<file path="src/serial_status_pkg.sv">
// Shared constants and carriers for the serial status and interrupt block.
// Assumes a 32-bit AXI4-Lite register bus; each register is one aligned word.
package serial_status_pkg;

    // Register indices; byte address is four times the index
    localparam logic [7:0] IDX_CH0_CTRL   = 8'h00;
    localparam logic [7:0] IDX_CH1_CTRL   = 8'h01;
    localparam logic [7:0] IDX_CH0_STATUS = 8'h04;
    localparam logic [7:0] IDX_CH1_STATUS = 8'h05;
    localparam logic [7:0] IDX_CH0_TX     = 8'h06;
    localparam logic [7:0] IDX_CH1_TX     = 8'h07;
    localparam logic [7:0] IDX_CH0_RX     = 8'h08;
    localparam logic [7:0] IDX_CH1_RX     = 8'h09;
    localparam logic [7:0] IDX_IRQ_STATUS = 8'h0a;
    localparam logic [7:0] IDX_IRQ_CLEAR  = 8'h0b;
    localparam logic [7:0] IDX_IRQ_ENABLE = 8'h0c;

    // Status register fields
    localparam int BIT_RX_FULL   = 7;
    localparam int BIT_OVERRUN   = 6;
    localparam int BIT_PARITY    = 5;
    localparam int BIT_FRAMING   = 4;
    localparam int BIT_RX_IE     = 3;
    localparam int BIT_PIN       = 2;
    localparam int BIT_TX_EMPTY  = 1;
    localparam int BIT_TX_IE     = 0;

    // Control register fields
    localparam int CTL_MP_EN     = 7;
    localparam int CTL_RX_EN     = 6;
    localparam int CTL_ERR_CLR   = 3;
    localparam int CTL_PARITY_EN = 1;

    localparam logic [7:0] STATUS_RESET = 8'h00;
    localparam logic [7:0] CTRL_RESET   = 8'h00;
    localparam logic [1:0] IRQ_RESET    = 2'h0;

    localparam logic [1:0] RESP_OKAY    = 2'h0;
    localparam logic [1:0] RESP_SLVERR  = 2'h2;

    typedef struct packed {
        logic       valid;
        logic [7:0] data;
        logic       parity_bad;
        logic       stop_bit;
        logic       mp_bit;
    } rx_event_t;

    typedef struct packed {
        logic rx_full;
        logic overrun;
        logic parity_error;
        logic framing_error;
    } rx_flags_t;

endpackage : serial_status_pkg

</file>
<file path="src/serial_channel_flags.sv">
// Receive-side flags and holding register of one serial channel.
// Assumes one-cycle byte-complete pulses from the receive shifter.
`timescale 1ns/1ps
module serial_channel_flags
    import serial_status_pkg::*;
(
    input  wire logic      clk,
    input  wire logic      rst_n,
    input  wire rx_event_t rx_ev,
    input  wire logic      rx_enable,
    input  wire logic      parity_enable,
    input  wire logic      mp_enable,
    input  wire logic      carrier_high,
    input  wire logic      io_stop,
    input  wire logic      rd_rx,
    input  wire logic      err_clr,
    output rx_flags_t      flags,
    output logic [7:0]     rx_data,
    output logic           mp_bit
);

    rx_flags_t  flags_r;
    rx_flags_t  flags_nxt;
    logic [7:0] rx_data_r;
    logic       mp_bit_r;

    // Disabled receiver drops bytes but keeps flags
    wire accept = rx_ev.valid & rx_enable & (~mp_enable | rx_ev.mp_bit); // RULE_16
    wire land   = accept & ~flags_r.rx_full;
    wire over   = accept & flags_r.rx_full;
    wire flush  = carrier_high | io_stop;

    always_comb begin
        flags_nxt = flags_r;
        if (rd_rx) begin
            flags_nxt.rx_full = 1'b0; // RULE_03
        end
        if (err_clr) begin
            flags_nxt.overrun       = 1'b0; // RULE_05
            flags_nxt.parity_error  = 1'b0;
            flags_nxt.framing_error = 1'b0;
        end
        // Set after read and error clear so a same-cycle event is kept; a flush still wins
        if (land) begin
            flags_nxt.rx_full = 1'b1; // RULE_01 RULE_02
            if (rx_ev.parity_bad && parity_enable) begin
                flags_nxt.parity_error = 1'b1; // RULE_06
            end
            if (!rx_ev.stop_bit) begin
                flags_nxt.framing_error = 1'b1; // RULE_07
            end
        end
        if (over) begin
            flags_nxt.overrun = 1'b1; // RULE_04
        end
        if (flush) begin
            flags_nxt = '0; // RULE_03 RULE_05
        end
    end

    always_ff @(posedge clk or negedge rst_n) begin
        if (!rst_n) begin
            flags_r   <= '0;
            rx_data_r <= 8'h00;
            mp_bit_r  <= 1'b0;
        end else begin
            flags_r <= flags_nxt;
            if (land) begin
                rx_data_r <= rx_ev.data; // RULE_02
                mp_bit_r  <= rx_ev.mp_bit;
            end
        end
    end

    assign flags   = flags_r;
    assign rx_data = rx_data_r;
    assign mp_bit  = mp_bit_r;

endmodule : serial_channel_flags

</file>
<file path="src/async_serial_status_irq.sv">
// Status, interrupt and register logic for a two-channel async serial unit.
// Assumes outside shifters exchange bytes.
// Operation
// (RULE_01) Receive-full flag bit 7 sets when a byte enters the holding register.
// (RULE_02) Bytes with framing or parity errors still load and set receive-full.
// (RULE_03) Receive-full clears on data read, carrier high, I/O stop, reset.
// (RULE_04) Overrun bit 6 sets when a byte completes while holding is full.
// (RULE_05) Error flags clear on error-clear write of 0, carrier high, stop, reset.
// (RULE_06) Parity-error bit 5 sets on bad parity only with parity enabled.
// (RULE_07) Framing-error bit 4 sets when the stop bit samples as 0.
// (RULE_08) Receive enable bit 3 lets any receive flag request an interrupt.
// (RULE_09) Channel 0 also interrupts on a carrier-detect rising edge.
// (RULE_10) Transmit-empty bit 1 is 1 when empty, 0 from write until handoff.
// (RULE_11) Transmit-empty is forced to 1 in I/O stop and during reset.
// (RULE_12) Transmit-empty reads 0 while clear-to-send input is high.
// (RULE_13) Transmit enable bit 0 requests interrupt while empty; reset clears it.
// (RULE_14) Channel 1 bit 2 routes shared pin to clear-to-send or clocked rx.
// (RULE_15) Error-clear bit reads last multiprocessor bit; writing 0 clears errors. Code shows that bit only while bit 7 is set, else 0.
// (RULE_16) Disabled receiver drops bytes but keeps full and error flags.
// (RULE_17) Channel 0 bit 2 shows carrier-detect level and ignores writes.
// (RULE_18) Each channel request ORs enabled receive and transmit conditions.
//
// The AXI4-Lite register port is this design's own decision.
`timescale 1ns/1ps
module async_serial_status_irq
    import serial_status_pkg::*;
#(
    parameter int ADDR_W = 12
)
(
    input  wire logic               clk,
    input  wire logic               rst_n,
    // AXI4-Lite slave
    input  wire logic [ADDR_W-1:0]  s_axi_awaddr,
    input  wire logic               s_axi_awvalid,
    output logic                    s_axi_awready,
    input  wire logic [31:0]        s_axi_wdata,
    input  wire logic [3:0]         s_axi_wstrb,
    input  wire logic               s_axi_wvalid,
    output logic                    s_axi_wready,
    output logic [1:0]              s_axi_bresp,
    output logic                    s_axi_bvalid,
    input  wire logic               s_axi_bready,
    input  wire logic [ADDR_W-1:0]  s_axi_araddr,
    input  wire logic               s_axi_arvalid,
    output logic                    s_axi_arready,
    output logic [31:0]             s_axi_rdata,
    output logic [1:0]              s_axi_rresp,
    output logic                    s_axi_rvalid,
    input  wire logic               s_axi_rready,
    // Receive shifter events
    input  wire rx_event_t [1:0]    rx_ev,
    // Transmit shifter handoff
    input  wire logic [1:0]         tx_take,
    output logic [1:0]              tx_valid,
    output logic [7:0]              tx_data_ch0,
    output logic [7:0]              tx_data_ch1,
    // Modem and pin lines
    input  wire logic               carrier_detect_ch0,
    input  wire logic               ch0_clear_to_send_input,
    input  wire logic               shared_pin_in,
    output logic                    clocked_serial_rx_pin,
    output logic                    ch1_clear_to_send_input,
    input  wire logic               io_stop_state,
    // Interrupts
    output logic [1:0]              chan_irq,
    output logic                    irq
);

    function automatic logic [7:0] word_index(input logic [ADDR_W-1:0] addr);
        return addr[9:2];
    endfunction : word_index

    // Write channel state
    logic              aw_hold_r;
    logic [7:0]        aw_idx_r;
    logic              w_hold_r;
    logic [7:0]        wdata_r;
    logic              wstrb0_r;
    logic              bvalid_r;
    logic [1:0]        bresp_r;
    // Read channel state
    logic              rvalid_r;
    logic [7:0]        rdata_r;
    logic [1:0]        rresp_r;

    // Software state
    logic [1:0]        mp_en_r;
    logic [1:0]        rx_en_r;
    logic [1:0]        parity_en_r;
    logic [1:0]        rx_ie_r;
    logic [1:0]        tx_ie_r;
    logic              cts_sel_r;
    logic [1:0]        tx_full_r;
    logic [7:0]        tx_hold_r [2];
    logic              carrier_prev_r;
    logic              carrier_rise_r;
    logic [1:0]        irq_stat_r;
    logic [1:0]        irq_en_r;

    rx_flags_t [1:0]   flags;
    logic [7:0]        rx_data [2];
    logic [1:0]        mp_bit;
    logic [1:0]        cts;
    logic [1:0]        tx_empty;
    logic [7:0]        status_rd [2];
    logic [7:0]        ctrl_rd [2];
    logic [7:0]        rd_val;
    logic              rd_hit;

    // Bus handshakes
    wire wr_fire = aw_hold_r & w_hold_r & ~bvalid_r;
    wire ar_fire = s_axi_arvalid & ~rvalid_r;
    wire [7:0] ar_idx = word_index(s_axi_araddr);

    assign s_axi_awready = ~aw_hold_r & ~bvalid_r;
    assign s_axi_wready  = ~w_hold_r & ~bvalid_r;
    assign s_axi_arready = ~rvalid_r;
    assign s_axi_bvalid  = bvalid_r;
    assign s_axi_bresp   = bresp_r;
    assign s_axi_rvalid  = rvalid_r;
    assign s_axi_rresp   = rresp_r;
    assign s_axi_rdata   = {24'h000000, rdata_r};

    // Lane 0 carries every register
    wire wr_ok       = wr_fire & wstrb0_r;
    wire wr_ctrl0    = wr_ok & (aw_idx_r == IDX_CH0_CTRL);
    wire wr_ctrl1    = wr_ok & (aw_idx_r == IDX_CH1_CTRL);
    wire wr_serial_ch0_status    = wr_ok & (aw_idx_r == IDX_CH0_STATUS);
    wire wr_serial_ch1_status    = wr_ok & (aw_idx_r == IDX_CH1_STATUS);
    wire wr_tx0      = wr_ok & (aw_idx_r == IDX_CH0_TX);
    wire wr_tx1      = wr_ok & (aw_idx_r == IDX_CH1_TX);
    wire wr_irq_clr  = wr_ok & (aw_idx_r == IDX_IRQ_CLEAR);
    wire wr_irq_en   = wr_ok & (aw_idx_r == IDX_IRQ_ENABLE);
    wire [1:0] wr_ctrl = {wr_ctrl1, wr_ctrl0};
    wire [1:0] wr_stat = {wr_serial_ch1_status, wr_serial_ch0_status};
    wire [1:0] wr_tx   = {wr_tx1, wr_tx0};
    wire wr_known    = (aw_idx_r <= IDX_IRQ_ENABLE) & (aw_idx_r[7:1] != 7'h01);

    // Writing 0 clears errors
    wire [1:0] err_clr = wr_ctrl & {2{~wdata_r[CTL_ERR_CLR]}}; // RULE_15
    wire [1:0] rd_rx   = {2{ar_fire}} & {ar_idx == IDX_CH1_RX, ar_idx == IDX_CH0_RX};

    always_ff @(posedge clk or negedge rst_n) begin
        if (!rst_n) begin
            aw_hold_r <= 1'b0;
            aw_idx_r  <= 8'h00;
            w_hold_r  <= 1'b0;
            wdata_r   <= 8'h00;
            wstrb0_r  <= 1'b0;
            bvalid_r  <= 1'b0;
            bresp_r   <= RESP_OKAY;
        end else begin
            if (s_axi_awvalid && s_axi_awready) begin
                aw_hold_r <= 1'b1;
                aw_idx_r  <= word_index(s_axi_awaddr);
            end
            if (s_axi_wvalid && s_axi_wready) begin
                w_hold_r <= 1'b1;
                wdata_r  <= s_axi_wdata[7:0];
                wstrb0_r <= s_axi_wstrb[0];
            end
            if (wr_fire) begin
                aw_hold_r <= 1'b0;
                w_hold_r  <= 1'b0;
                bvalid_r  <= 1'b1;
                bresp_r   <= wr_known ? RESP_OKAY : RESP_SLVERR;
            end else if (s_axi_bready) begin
                bvalid_r  <= 1'b0;
            end
        end
    end

    // Receive flag logic per channel
    for (genvar c = 0; c < 2; c++) begin : g_chan
        serial_channel_flags u_flags (
            .clk           (clk),
            .rst_n         (rst_n),
            .rx_ev         (rx_ev[c]),
            .rx_enable     (rx_en_r[c]),
            .parity_enable (parity_en_r[c]),
            .mp_enable     (mp_en_r[c]),
            .carrier_high  (carrier_detect_ch0),
            .io_stop       (io_stop_state),
            .rd_rx         (rd_rx[c]),
            .err_clr       (err_clr[c]),
            .flags         (flags[c]),
            .rx_data       (rx_data[c]),
            .mp_bit        (mp_bit[c])
        );
    end

    // Control registers
    always_ff @(posedge clk or negedge rst_n) begin
        if (!rst_n) begin
            mp_en_r     <= CTRL_RESET[CTL_MP_EN] ? 2'h3 : 2'h0;
            rx_en_r     <= CTRL_RESET[CTL_RX_EN] ? 2'h3 : 2'h0;
            parity_en_r <= CTRL_RESET[CTL_PARITY_EN] ? 2'h3 : 2'h0;
        end else begin
            for (int c = 0; c < 2; c++) begin
                if (wr_ctrl[c]) begin
                    mp_en_r[c]     <= wdata_r[CTL_MP_EN];
                    rx_en_r[c]     <= wdata_r[CTL_RX_EN];
                    parity_en_r[c] <= wdata_r[CTL_PARITY_EN];
                end
            end
            // Stop mode drops the receivers
            if (io_stop_state) begin
                rx_en_r <= 2'h0;
            end
        end
    end

    // Status enables; channel 0 bit 2 has no storage
    always_ff @(posedge clk or negedge rst_n) begin
        if (!rst_n) begin
            rx_ie_r   <= STATUS_RESET[BIT_RX_IE] ? 2'h3 : 2'h0;
            tx_ie_r   <= STATUS_RESET[BIT_TX_IE] ? 2'h3 : 2'h0; // RULE_13
            cts_sel_r <= STATUS_RESET[BIT_PIN];
        end else begin
            for (int c = 0; c < 2; c++) begin
                if (wr_stat[c]) begin
                    rx_ie_r[c] <= wdata_r[BIT_RX_IE];
                    tx_ie_r[c] <= wdata_r[BIT_TX_IE];
                end
            end
            if (wr_serial_ch1_status) begin
                cts_sel_r <= wdata_r[BIT_PIN]; // RULE_14
            end
        end
    end

    // Shared pin routing
    assign cts[0]                  = ch0_clear_to_send_input;
    assign cts[1]                  = cts_sel_r & shared_pin_in; // RULE_14
    assign ch1_clear_to_send_input = cts[1];
    // High idle keeps clocked port quiet
    assign clocked_serial_rx_pin   = cts_sel_r | shared_pin_in; // RULE_14

    // Transmit holding registers
    always_ff @(posedge clk or negedge rst_n) begin
        if (!rst_n) begin
            tx_full_r    <= 2'h0;
            tx_hold_r[0] <= 8'h00;
            tx_hold_r[1] <= 8'h00;
        end else begin
            for (int c = 0; c < 2; c++) begin
                if (io_stop_state) begin
                    tx_full_r[c] <= 1'b0; // RULE_11
                end else if (wr_tx[c]) begin
                    tx_full_r[c] <= 1'b1; // RULE_10
                    tx_hold_r[c] <= wdata_r;
                end else if (tx_take[c] && tx_valid[c]) begin
                    tx_full_r[c] <= 1'b0; // RULE_10
                end
            end
        end
    end

    // Handoff waits while clear-to-send is high
    assign tx_valid    = tx_full_r & ~cts;
    assign tx_data_ch0 = tx_hold_r[0];
    assign tx_data_ch1 = tx_hold_r[1];

    // Stop and reset beat clear-to-send
    assign tx_empty = {2{~rst_n | io_stop_state}} | (~tx_full_r & ~cts); // RULE_11 RULE_12 RULE_10

    // Ch0 carrier edge; status read clears
    always_ff @(posedge clk or negedge rst_n) begin
        if (!rst_n) begin
            carrier_prev_r <= 1'b0;
            carrier_rise_r <= 1'b0;
        end else begin
            carrier_prev_r <= carrier_detect_ch0;
            if (carrier_detect_ch0 && !carrier_prev_r) begin
                carrier_rise_r <= 1'b1; // RULE_09
            end else if (ar_fire && ar_idx == IDX_CH0_STATUS) begin
                carrier_rise_r <= 1'b0;
            end
        end
    end

    // Channel requests
    for (genvar c = 0; c < 2; c++) begin : g_req
        wire rx_any = flags[c].rx_full | flags[c].overrun | flags[c].parity_error | flags[c].framing_error;
        wire rx_req = rx_ie_r[c] & (rx_any | ((c == 0) & carrier_rise_r)); // RULE_08 RULE_09
        wire tx_req = tx_ie_r[c] & tx_empty[c]; // RULE_13
        assign chan_irq[c] = rx_req | tx_req; // RULE_18
    end

    // Sticky; live request beats clear
    always_ff @(posedge clk or negedge rst_n) begin
        if (!rst_n) begin
            irq_stat_r <= IRQ_RESET;
            irq_en_r   <= IRQ_RESET;
        end else begin
            irq_stat_r <= (irq_stat_r & ~({2{wr_irq_clr}} & wdata_r[1:0])) | chan_irq;
            if (wr_irq_en) begin
                irq_en_r <= wdata_r[1:0];
            end
        end
    end

    assign irq = |(irq_stat_r & irq_en_r);

    // Register read images
    for (genvar c = 0; c < 2; c++) begin : g_img
        wire pin_bit = (c == 0) ? carrier_detect_ch0 : cts_sel_r; // RULE_17
        assign status_rd[c] = {flags[c].rx_full, flags[c].overrun, flags[c].parity_error,
                               flags[c].framing_error, rx_ie_r[c], pin_bit, tx_empty[c], tx_ie_r[c]};
        assign ctrl_rd[c]   = {mp_en_r[c], rx_en_r[c], 2'b00, mp_en_r[c] & mp_bit[c], 1'b0,
                               parity_en_r[c], 1'b0}; // RULE_15
    end

    always_comb begin
        rd_val = 8'h00;
        rd_hit = 1'b1;
        if (ar_idx == IDX_CH0_CTRL) begin
            rd_val = ctrl_rd[0];
        end else if (ar_idx == IDX_CH1_CTRL) begin
            rd_val = ctrl_rd[1];
        end else if (ar_idx == IDX_CH0_STATUS) begin
            rd_val = status_rd[0];
        end else if (ar_idx == IDX_CH1_STATUS) begin
            rd_val = status_rd[1];
        end else if (ar_idx == IDX_CH0_TX) begin
            rd_val = tx_hold_r[0];
        end else if (ar_idx == IDX_CH1_TX) begin
            rd_val = tx_hold_r[1];
        end else if (ar_idx == IDX_CH0_RX) begin
            rd_val = rx_data[0];
        end else if (ar_idx == IDX_CH1_RX) begin
            rd_val = rx_data[1];
        end else if (ar_idx == IDX_IRQ_STATUS) begin
            rd_val = {6'h00, irq_stat_r};
        end else if (ar_idx == IDX_IRQ_ENABLE) begin
            rd_val = {6'h00, irq_en_r};
        end else if (ar_idx == IDX_IRQ_CLEAR) begin
            rd_val = 8'h00;
        end else begin
            rd_hit = 1'b0;
        end
    end

    always_ff @(posedge clk or negedge rst_n) begin
        if (!rst_n) begin
            rvalid_r <= 1'b0;
            rdata_r  <= 8'h00;
            rresp_r  <= RESP_OKAY;
        end else if (ar_fire) begin
            rvalid_r <= 1'b1;
            rdata_r  <= rd_val;
            rresp_r  <= rd_hit ? RESP_OKAY : RESP_SLVERR;
        end else if (s_axi_rready) begin
            rvalid_r <= 1'b0;
        end
    end

endmodule : async_serial_status_irq

</file>
<file path="config.mk">
export PLATFORM = sky130hd
export DESIGN_NAME = async_serial_status_irq
export DESIGN_NICKNAME = d
export VERILOG_FILES = /design/src/serial_status_pkg.sv /design/src/serial_channel_flags.sv /design/src/async_serial_status_irq.sv
export SDC_FILE = /design/constraint.sdc
export NUM_CORES = 1
export LEC_CHECK = 0
export BUFFER_PORTS_ARGS = -buffer_cell sky130_fd_sc_hd__clkbuf_2
export CAP_MARGIN = 15
export CORE_UTILIZATION = 35
export CTS_BUF_LIST = sky130_fd_sc_hd__clkbuf_4 sky130_fd_sc_hd__clkbuf_8
export DETAILED_ROUTE_END_ITERATION = 12
export PLACE_DENSITY_LB_ADDON = 0.08
export SLEW_MARGIN = 40
export SYNTH_ARGS = -nofsm -noshare
export SYNTH_HDL_FRONTEND = slang
export SYNTH_SLANG_ARGS = --single-unit
</file>
<file path="constraint.sdc">
create_clock -name clk -period 2.5 [get_ports clk]
set_input_delay 0 -clock clk [delete_from_list [all_inputs] [get_ports clk]]
set_output_delay 0 -clock clk [all_outputs]
set_load 0.01 [all_outputs]
</file>
# Word-level counts from Yosys, hierarchy flattened
# Cells that the tools add are included.
totals:
  ff_bits: 94
  input_bits: 97
  out_inout_bits: 64
  wordCells: 212
classes:
  magnitude_cmp: 1
  eq_ne: 18
  muxes: 58
  bitwise: 67
  n_reduce_logical: 27
op_table:
  columns: ["operator", "count"]
  rows:
  - ["$eq 8x3->1 const B", 8]
  - ["$mux 8", 8]
  - ["$eq 8x4->1 const B", 7]
  - ["$mux 1", 39]
  - ["$and 1x1->1", 30]
  - ["$reduce_bool 3->1", 6]
  - ["$eq 8x1->1 const B", 2]
  - ["$logic_not 8->1", 2]
  - ["$and 2x2->2", 7]
  - ["$mux 2", 7]
  - ["$or 1x1->1", 14]
  - ["$reduce_bool 2->1", 7]
  - ["$not 1->1", 11]
  - ["$le 8x4->1 const B", 1]
  - ["$logic_and 1x1->1", 8]
  - ["$mux 4", 2]
  - ["$ne 7x1->1 const B", 1]
  - ["$mux 3", 2]
  - ["$not 2->2", 3]
  - ["$or 2x2->2", 2]
  - ["$reduce_and 2->1", 2]
  - ["$reduce_or 2->1", 1]
  - ["$logic_not 1->1", 1]

# Longest topological paths before layout
depth:
  depth_word: 13
  ltp_mapped: 6
  depth_no_buf: 5

# Modules after synthesis
# From an unflattened synthesis, not the netlist that was laid out.
unflattened:
  cells_unflattened: 400
  hier_area_um2: 4797.1
modules_own_cells:
  columns: ["mod", "n_inst", "cells_each", "area_each_um2", "seq_area_each_um2"]
  rows:
  - ["async_serial_status_irq", 1, 328, 3608.5, 1651.6]
  - ["serial_channel_flags", 2, 36, 594.3, 325.3]

# Worst setup path after synthesis
# Ideal clock, no wire load.
synth_timing:
  path_kind: "reg2reg"
  from: "register aw_idx_r[4]"
  to: "register tx_hold_r, in the netlist tx_data_ch0[0]"
  setup_time_ns: 0.125
  arrival_time_ns: 1.950
  required_ns: 2.375
  path_slack_ns: 0.425
  stages_incl_launch_ff: 7
  path_buffers: 1
  path_cell_list: "dfrtp_1 > or4_4 > nor2_4 > nand2_2 > or4_4 > buf_6 > mux2_4"
synth_between:
  elab_chain_cells: 3
synth_lines:
  columns: ["element", "line_no", "rtl"]
  rows:
  - ["start, declared", "async_serial_status_irq.sv:76", "logic [7:0] aw_idx_r;"]
  - ["start signal, assigned", "async_serial_status_irq.sv:156", "aw_idx_r <= word_index(s_axi_awaddr);"]
  - ["$eq 8x3->1", "async_serial_status_irq.sv:131", "wire wr_tx0 = wr_ok & (aw_idx_r == IDX_CH0_TX);"]
  - ["$and 1x1->1", "async_serial_status_irq.sv:131", null]
  - ["$reduce_and 2->1 (no source line)", null, null]
  - ["end signal, assigned by index", "async_serial_status_irq.sv:252", "tx_hold_r[c] <= wdata_r;"]
  - ["end, declared", "async_serial_status_irq.sv:95", "logic [7:0] tx_hold_r [2];"]
# No other way between the ends.
# A chain may end at the register's enable or synchronous reset.

# Worst setup path after layout
layout_timing:
  from: "register bvalid_r, in the netlist s_axi_bvalid"
  to: "register mp_en_r[1]"
layout_between:
  elab_chain_cells: 4
layout_lines:
  columns: ["element", "line_no", "rtl"]
  rows:
  - ["start, declared", "async_serial_status_irq.sv:80", "logic bvalid_r;"]
  - ["start signal, assigned", "async_serial_status_irq.sv:151", "bvalid_r <= 1'b0;"]
  - ["start signal, assigned", "async_serial_status_irq.sv:166", "bvalid_r <= 1'b1;"]
  - ["start signal, assigned", "async_serial_status_irq.sv:169", "bvalid_r <= 1'b0;"]
  - ["$not 1->1", "async_serial_status_irq.sv:112", "wire wr_fire = aw_hold_r & w_hold_r & ~bvalid_r;"]
  - ["$and 1x1->1", "async_serial_status_irq.sv:112", null]
  - ["$and 1x1->1", "async_serial_status_irq.sv:126", "wire wr_ok = wr_fire & wstrb0_r;"]
  - ["$and 1x1->1", "async_serial_status_irq.sv:128", "wire wr_ctrl1 = wr_ok & (aw_idx_r == IDX_CH1_CTRL);"]
  - ["end signal, assigned", "async_serial_status_irq.sv:196", "mp_en_r <= CTRL_RESET[CTL_MP_EN] ? 2'h3 : 2'h0;"]
  - ["end signal, assigned by index", "async_serial_status_irq.sv:202", "mp_en_r[c] <= wdata_r[CTL_MP_EN];"]
  - ["end, declared", "async_serial_status_irq.sv:88", "logic [1:0] mp_en_r;"]
# No other way between the ends.

==> summary.md <==
| Metric | Value |
|---|---|
| Run status | complete, no violations |
| Most frequent cells in the layout | clkbuf_2, dfrtp_1, mux2_2 |
| Pleak | 0.00285 uW |
| Number of CTS-inserted buffers | 9 |
| Worst Hold Class | in -> reg |
| Vias in the first global route | 3610 |
| Sw frac | 30.6% |
| Mapped Area | 4620 sq um |
| Post-route ant nets | 0 |
| Most common cell after layout, fill and taps aside | clkbuf_2 |
| Clock share of power | 25.9% |
| Comb pwr share | 21.9% |
| RD Place Congestion | 0.764 |
| Area of the multi-input gates | 2070 sq um |
| Psw | 1210 uW |
| MaxCap Viol Count | 0 |
| WL/cell | 16.5 microns |
| Data required, critical path | 2.75 ns |
| CP max FO | 7 |
| First-pass GRT wire length | 19600 microns |
| Setup ws final | 0.312 ns |
| Final worst path period need | 2.19 ns |
| GRT overflow | 0 |
| Largest net degree at the start of global routing | 52 |
| Vias per cell | 4.86 |
| RSZ-0062 raised after global routing | false |
| Final Hold Fails | 0 |
| Relative max-transition margin | 54.0% |
| Slew @ Worst Pin | 0.689 ns |
| Post-CTS sizing | 0 |
| Final critical-path share of the clock period | 87.5% |
| Layout fillers | 1240 |
| Area grow syn2layout | 29.2% |
| Fin Clk Skew | 0.0123 ns |
| # diodes | 0 |
| Startpoint Class | flop |
| Final setup viols | 0 |
| Number of port buffers | 99 |
| Sequential Area | 2300 sq um |
| Post-route DRC violation count | 0 |
| Clock-pin slew on the worst setup and hold paths | 0.08 ns |
| Critical path class | reg -> reg |
| Die area | 13700 sq um |
| Post-DP HPWL | 9120 microns |
| Critical path endpoint category | flop |
| Critical Path AT | 2.44 ns |
| Ratio of cells with drive above 1 in the final layout | 34.7% |
| Final WL | 12400 microns |
| Post-synthesis cell type count | 57 |
| IO Pins | 161 |
| Die height | 117 microns |
| Routed via count | 3643 |
| Power per cell area | 661 nW/um^2 |
| Placeable Area | 12800 sq um |
| Asr flop ratio synth | 100% |
| Iter 0 DRT Violations | 191 |
| #FFs+latches synth | 92 |
| Htree depth | 3 |
| CTS tree | yes |
| Yosys warning count | 0 |
| Avg Inst Size Synth | 11.1 sq um |
| Die W | 117 microns |
| Initial Utilization | 36.2% |
| # rows | 41 |
| Root Buffer | clkbuf_8 |
| Nets | 670 |
| Flop pwr share | 52.1% |
| Synth Instances | 417 |
| Initial antenna violation count | 0 |
| Setup WS pre-CTS | 0.317 ns |
| Final Slew Violations | 0 |
| Clock sink count | 92 |
| Total GRT Usage | 19.5% |
| Int Pwr | 2740 uW |
| Number of flops mapped to enable cells by yosys | 0 |
| Setup TNS | 0 ns |
| Maximum VDD drop | 414 uV |
| Register area share after synthesis | 49.8% |
| Clk Latency, worst-skew pair | 0.37 ns |
| Peak Freq | 457 MHz |
| Drt pass-1 iters | 4 |
| Top FF cell, synth | dfrtp_1 |
| CTS Buffer Depth | 2 |
-- per-stage QoR --
step	util (%)	std cells	total power (uW)	hold WS (ns)	cell area, sq um
detailed placement	41.1	681	2900	0.148	5250
floorplan	-	442	2570	-0.296	4720
CTS	46.8	749	4000	0.0713	5970
global placement	41.1	681	2870	0.151	5250
global route	46.8	749	4210	0.0916	5970
finish	46.8	749	3950	0.0895	5970
-- registers in the layout (all words and copies together) (netlist names), 2 cells and up --
signal	cells
aw_idx_r	8
g_chan.u_flags.flags	8
g_chan.u_flags.mp_bit	2
g_chan.u_flags.rx_data	16
irq_en_r	2
irq_stat_r	2
mp_en_r	2
parity_en_r	2
rdata_r	8
rx_en_r	2
rx_ie_r	2
tx_data_ch0	8
tx_data_ch1	8
tx_full_r	2
tx_ie_r	2
wdata_r	8
-- kinds of logic after synthesis --
| group | Yosys count | synth area share (%) |
|---|---|---|
| simple gates | 101 | 11.7 |
| flops | 92 | 49.8 |
| compound gates | 86 | 12.1 |
| mux | 74 | 18.7 |
| buf+inv | 62 | 7.39 |
| xor+xnor | 1 | 0.189 |
| other cells | 1 | 0.0811 |
-- power by group through the flow --
| stage | logic (uW) | clock network [uW] | registers, uW |
|---|---|---|---|
| after global routing | 972 | 1130 | 2110 |
| after detailed placement | 815 | 0 | 2090 |
| after floorplan | 615 | 0 | 1960 |
| after global placement | 798 | 0 | 2080 |
| final | 866 | 1020 | 2060 |
| after CTS | 883 | 1060 | 2060 |
-- repair_timing --
| action | 4_1_cts | 5_1_grt |
|---|---|---|
| setup buffers | 0 | 0 |
| hold buffers | 53 | 0 |
| endpoints found under the hold margin | 93 | 0 |
-- synthesized netlist by cell type (all sizes together) (2+ instances only) --
cell type / instances / area, sq um
o21ai: 24 / 120
o41ai: 3 / 26.3
a21oi: 19 / 95.1
a31o: 2 / 17.5
nand2b: 6 / 37.5
nor3: 8 / 45.0
a21o: 2 / 15.0
nand3: 12 / 60.1
o311a: 2 / 20.0
or4: 5 / 45.0
o211ai: 4 / 30.0
o2111ai: 2 / 17.5
o22ai: 2 / 12.5
clkbuf: 11 / 41.3
o21a: 3 / 22.5
dfrtp: 92 / 2300
mux2i: 9 / 90.1
inv: 18 / 67.6
a31oi: 5 / 31.3
a22o: 2 / 17.5
mux2: 64 / 751
or3: 5 / 31.3
nand2: 24 / 92.6
buf: 33 / 233
nor2b: 11 / 68.8
o221ai: 2 / 17.5
nor4: 3 / 18.8
nor2: 16 / 67.6
a221oi: 5 / 43.8
o31ai: 2 / 15.0
or2: 5 / 31.3
-- metal layers --
metal  routed length [microns]  vias to the layer above  track usage [%]
met5                         0                        -                0
met4                       197                        0             6.92
met3                       522                       16             3.60
met2                      6020                       92             32.3
met1                      5640                     1770             25.6
li1                          -                     1765                -
-- cell type report --
| cell class | count | share of cell area, % |
|---|---|---|
| Multi-Input combinational cell | 288 | 34.7 |
| Sequential cell | 92 | 38.5 |
| Clock inverter | 2 | 0.587 |
| Tap cell | 172 | 3.60 |
| Inverter | 18 | 1.13 |
| Clock buffer | 13 | 2.68 |
| Timing Repair Buffer | 164 | 18.7 |
-- critical path, cell delays in order, from the launching register on --
cell and delay (ns):
dfrtp_1 0.45, nand4b_1 0.27, or2_2 0.36, or4b_1 0.64, mux2_1 0.36
-- path summary, 6_finish.rpt --
check                                from                         end  slack [ns]  cells after the start
max                          s_axi_bvalid                  mp_en_r[1]        0.31                      4
min reg2reg                carrier_prev_r              carrier_rise_r        0.43                      1
min                         s_axi_arvalid                  rdata_r[6]        0.09                      3
max in group asynchronous           rst_n                   cts_sel_r        1.16                      4
max reg2reg                  s_axi_bvalid                  mp_en_r[1]        0.31                      4
min in group asynchronous           rst_n  g_chan[0].u_flags.flags[0]        0.28                      3
No activity file was read; power rests on OpenSTA's default activity.
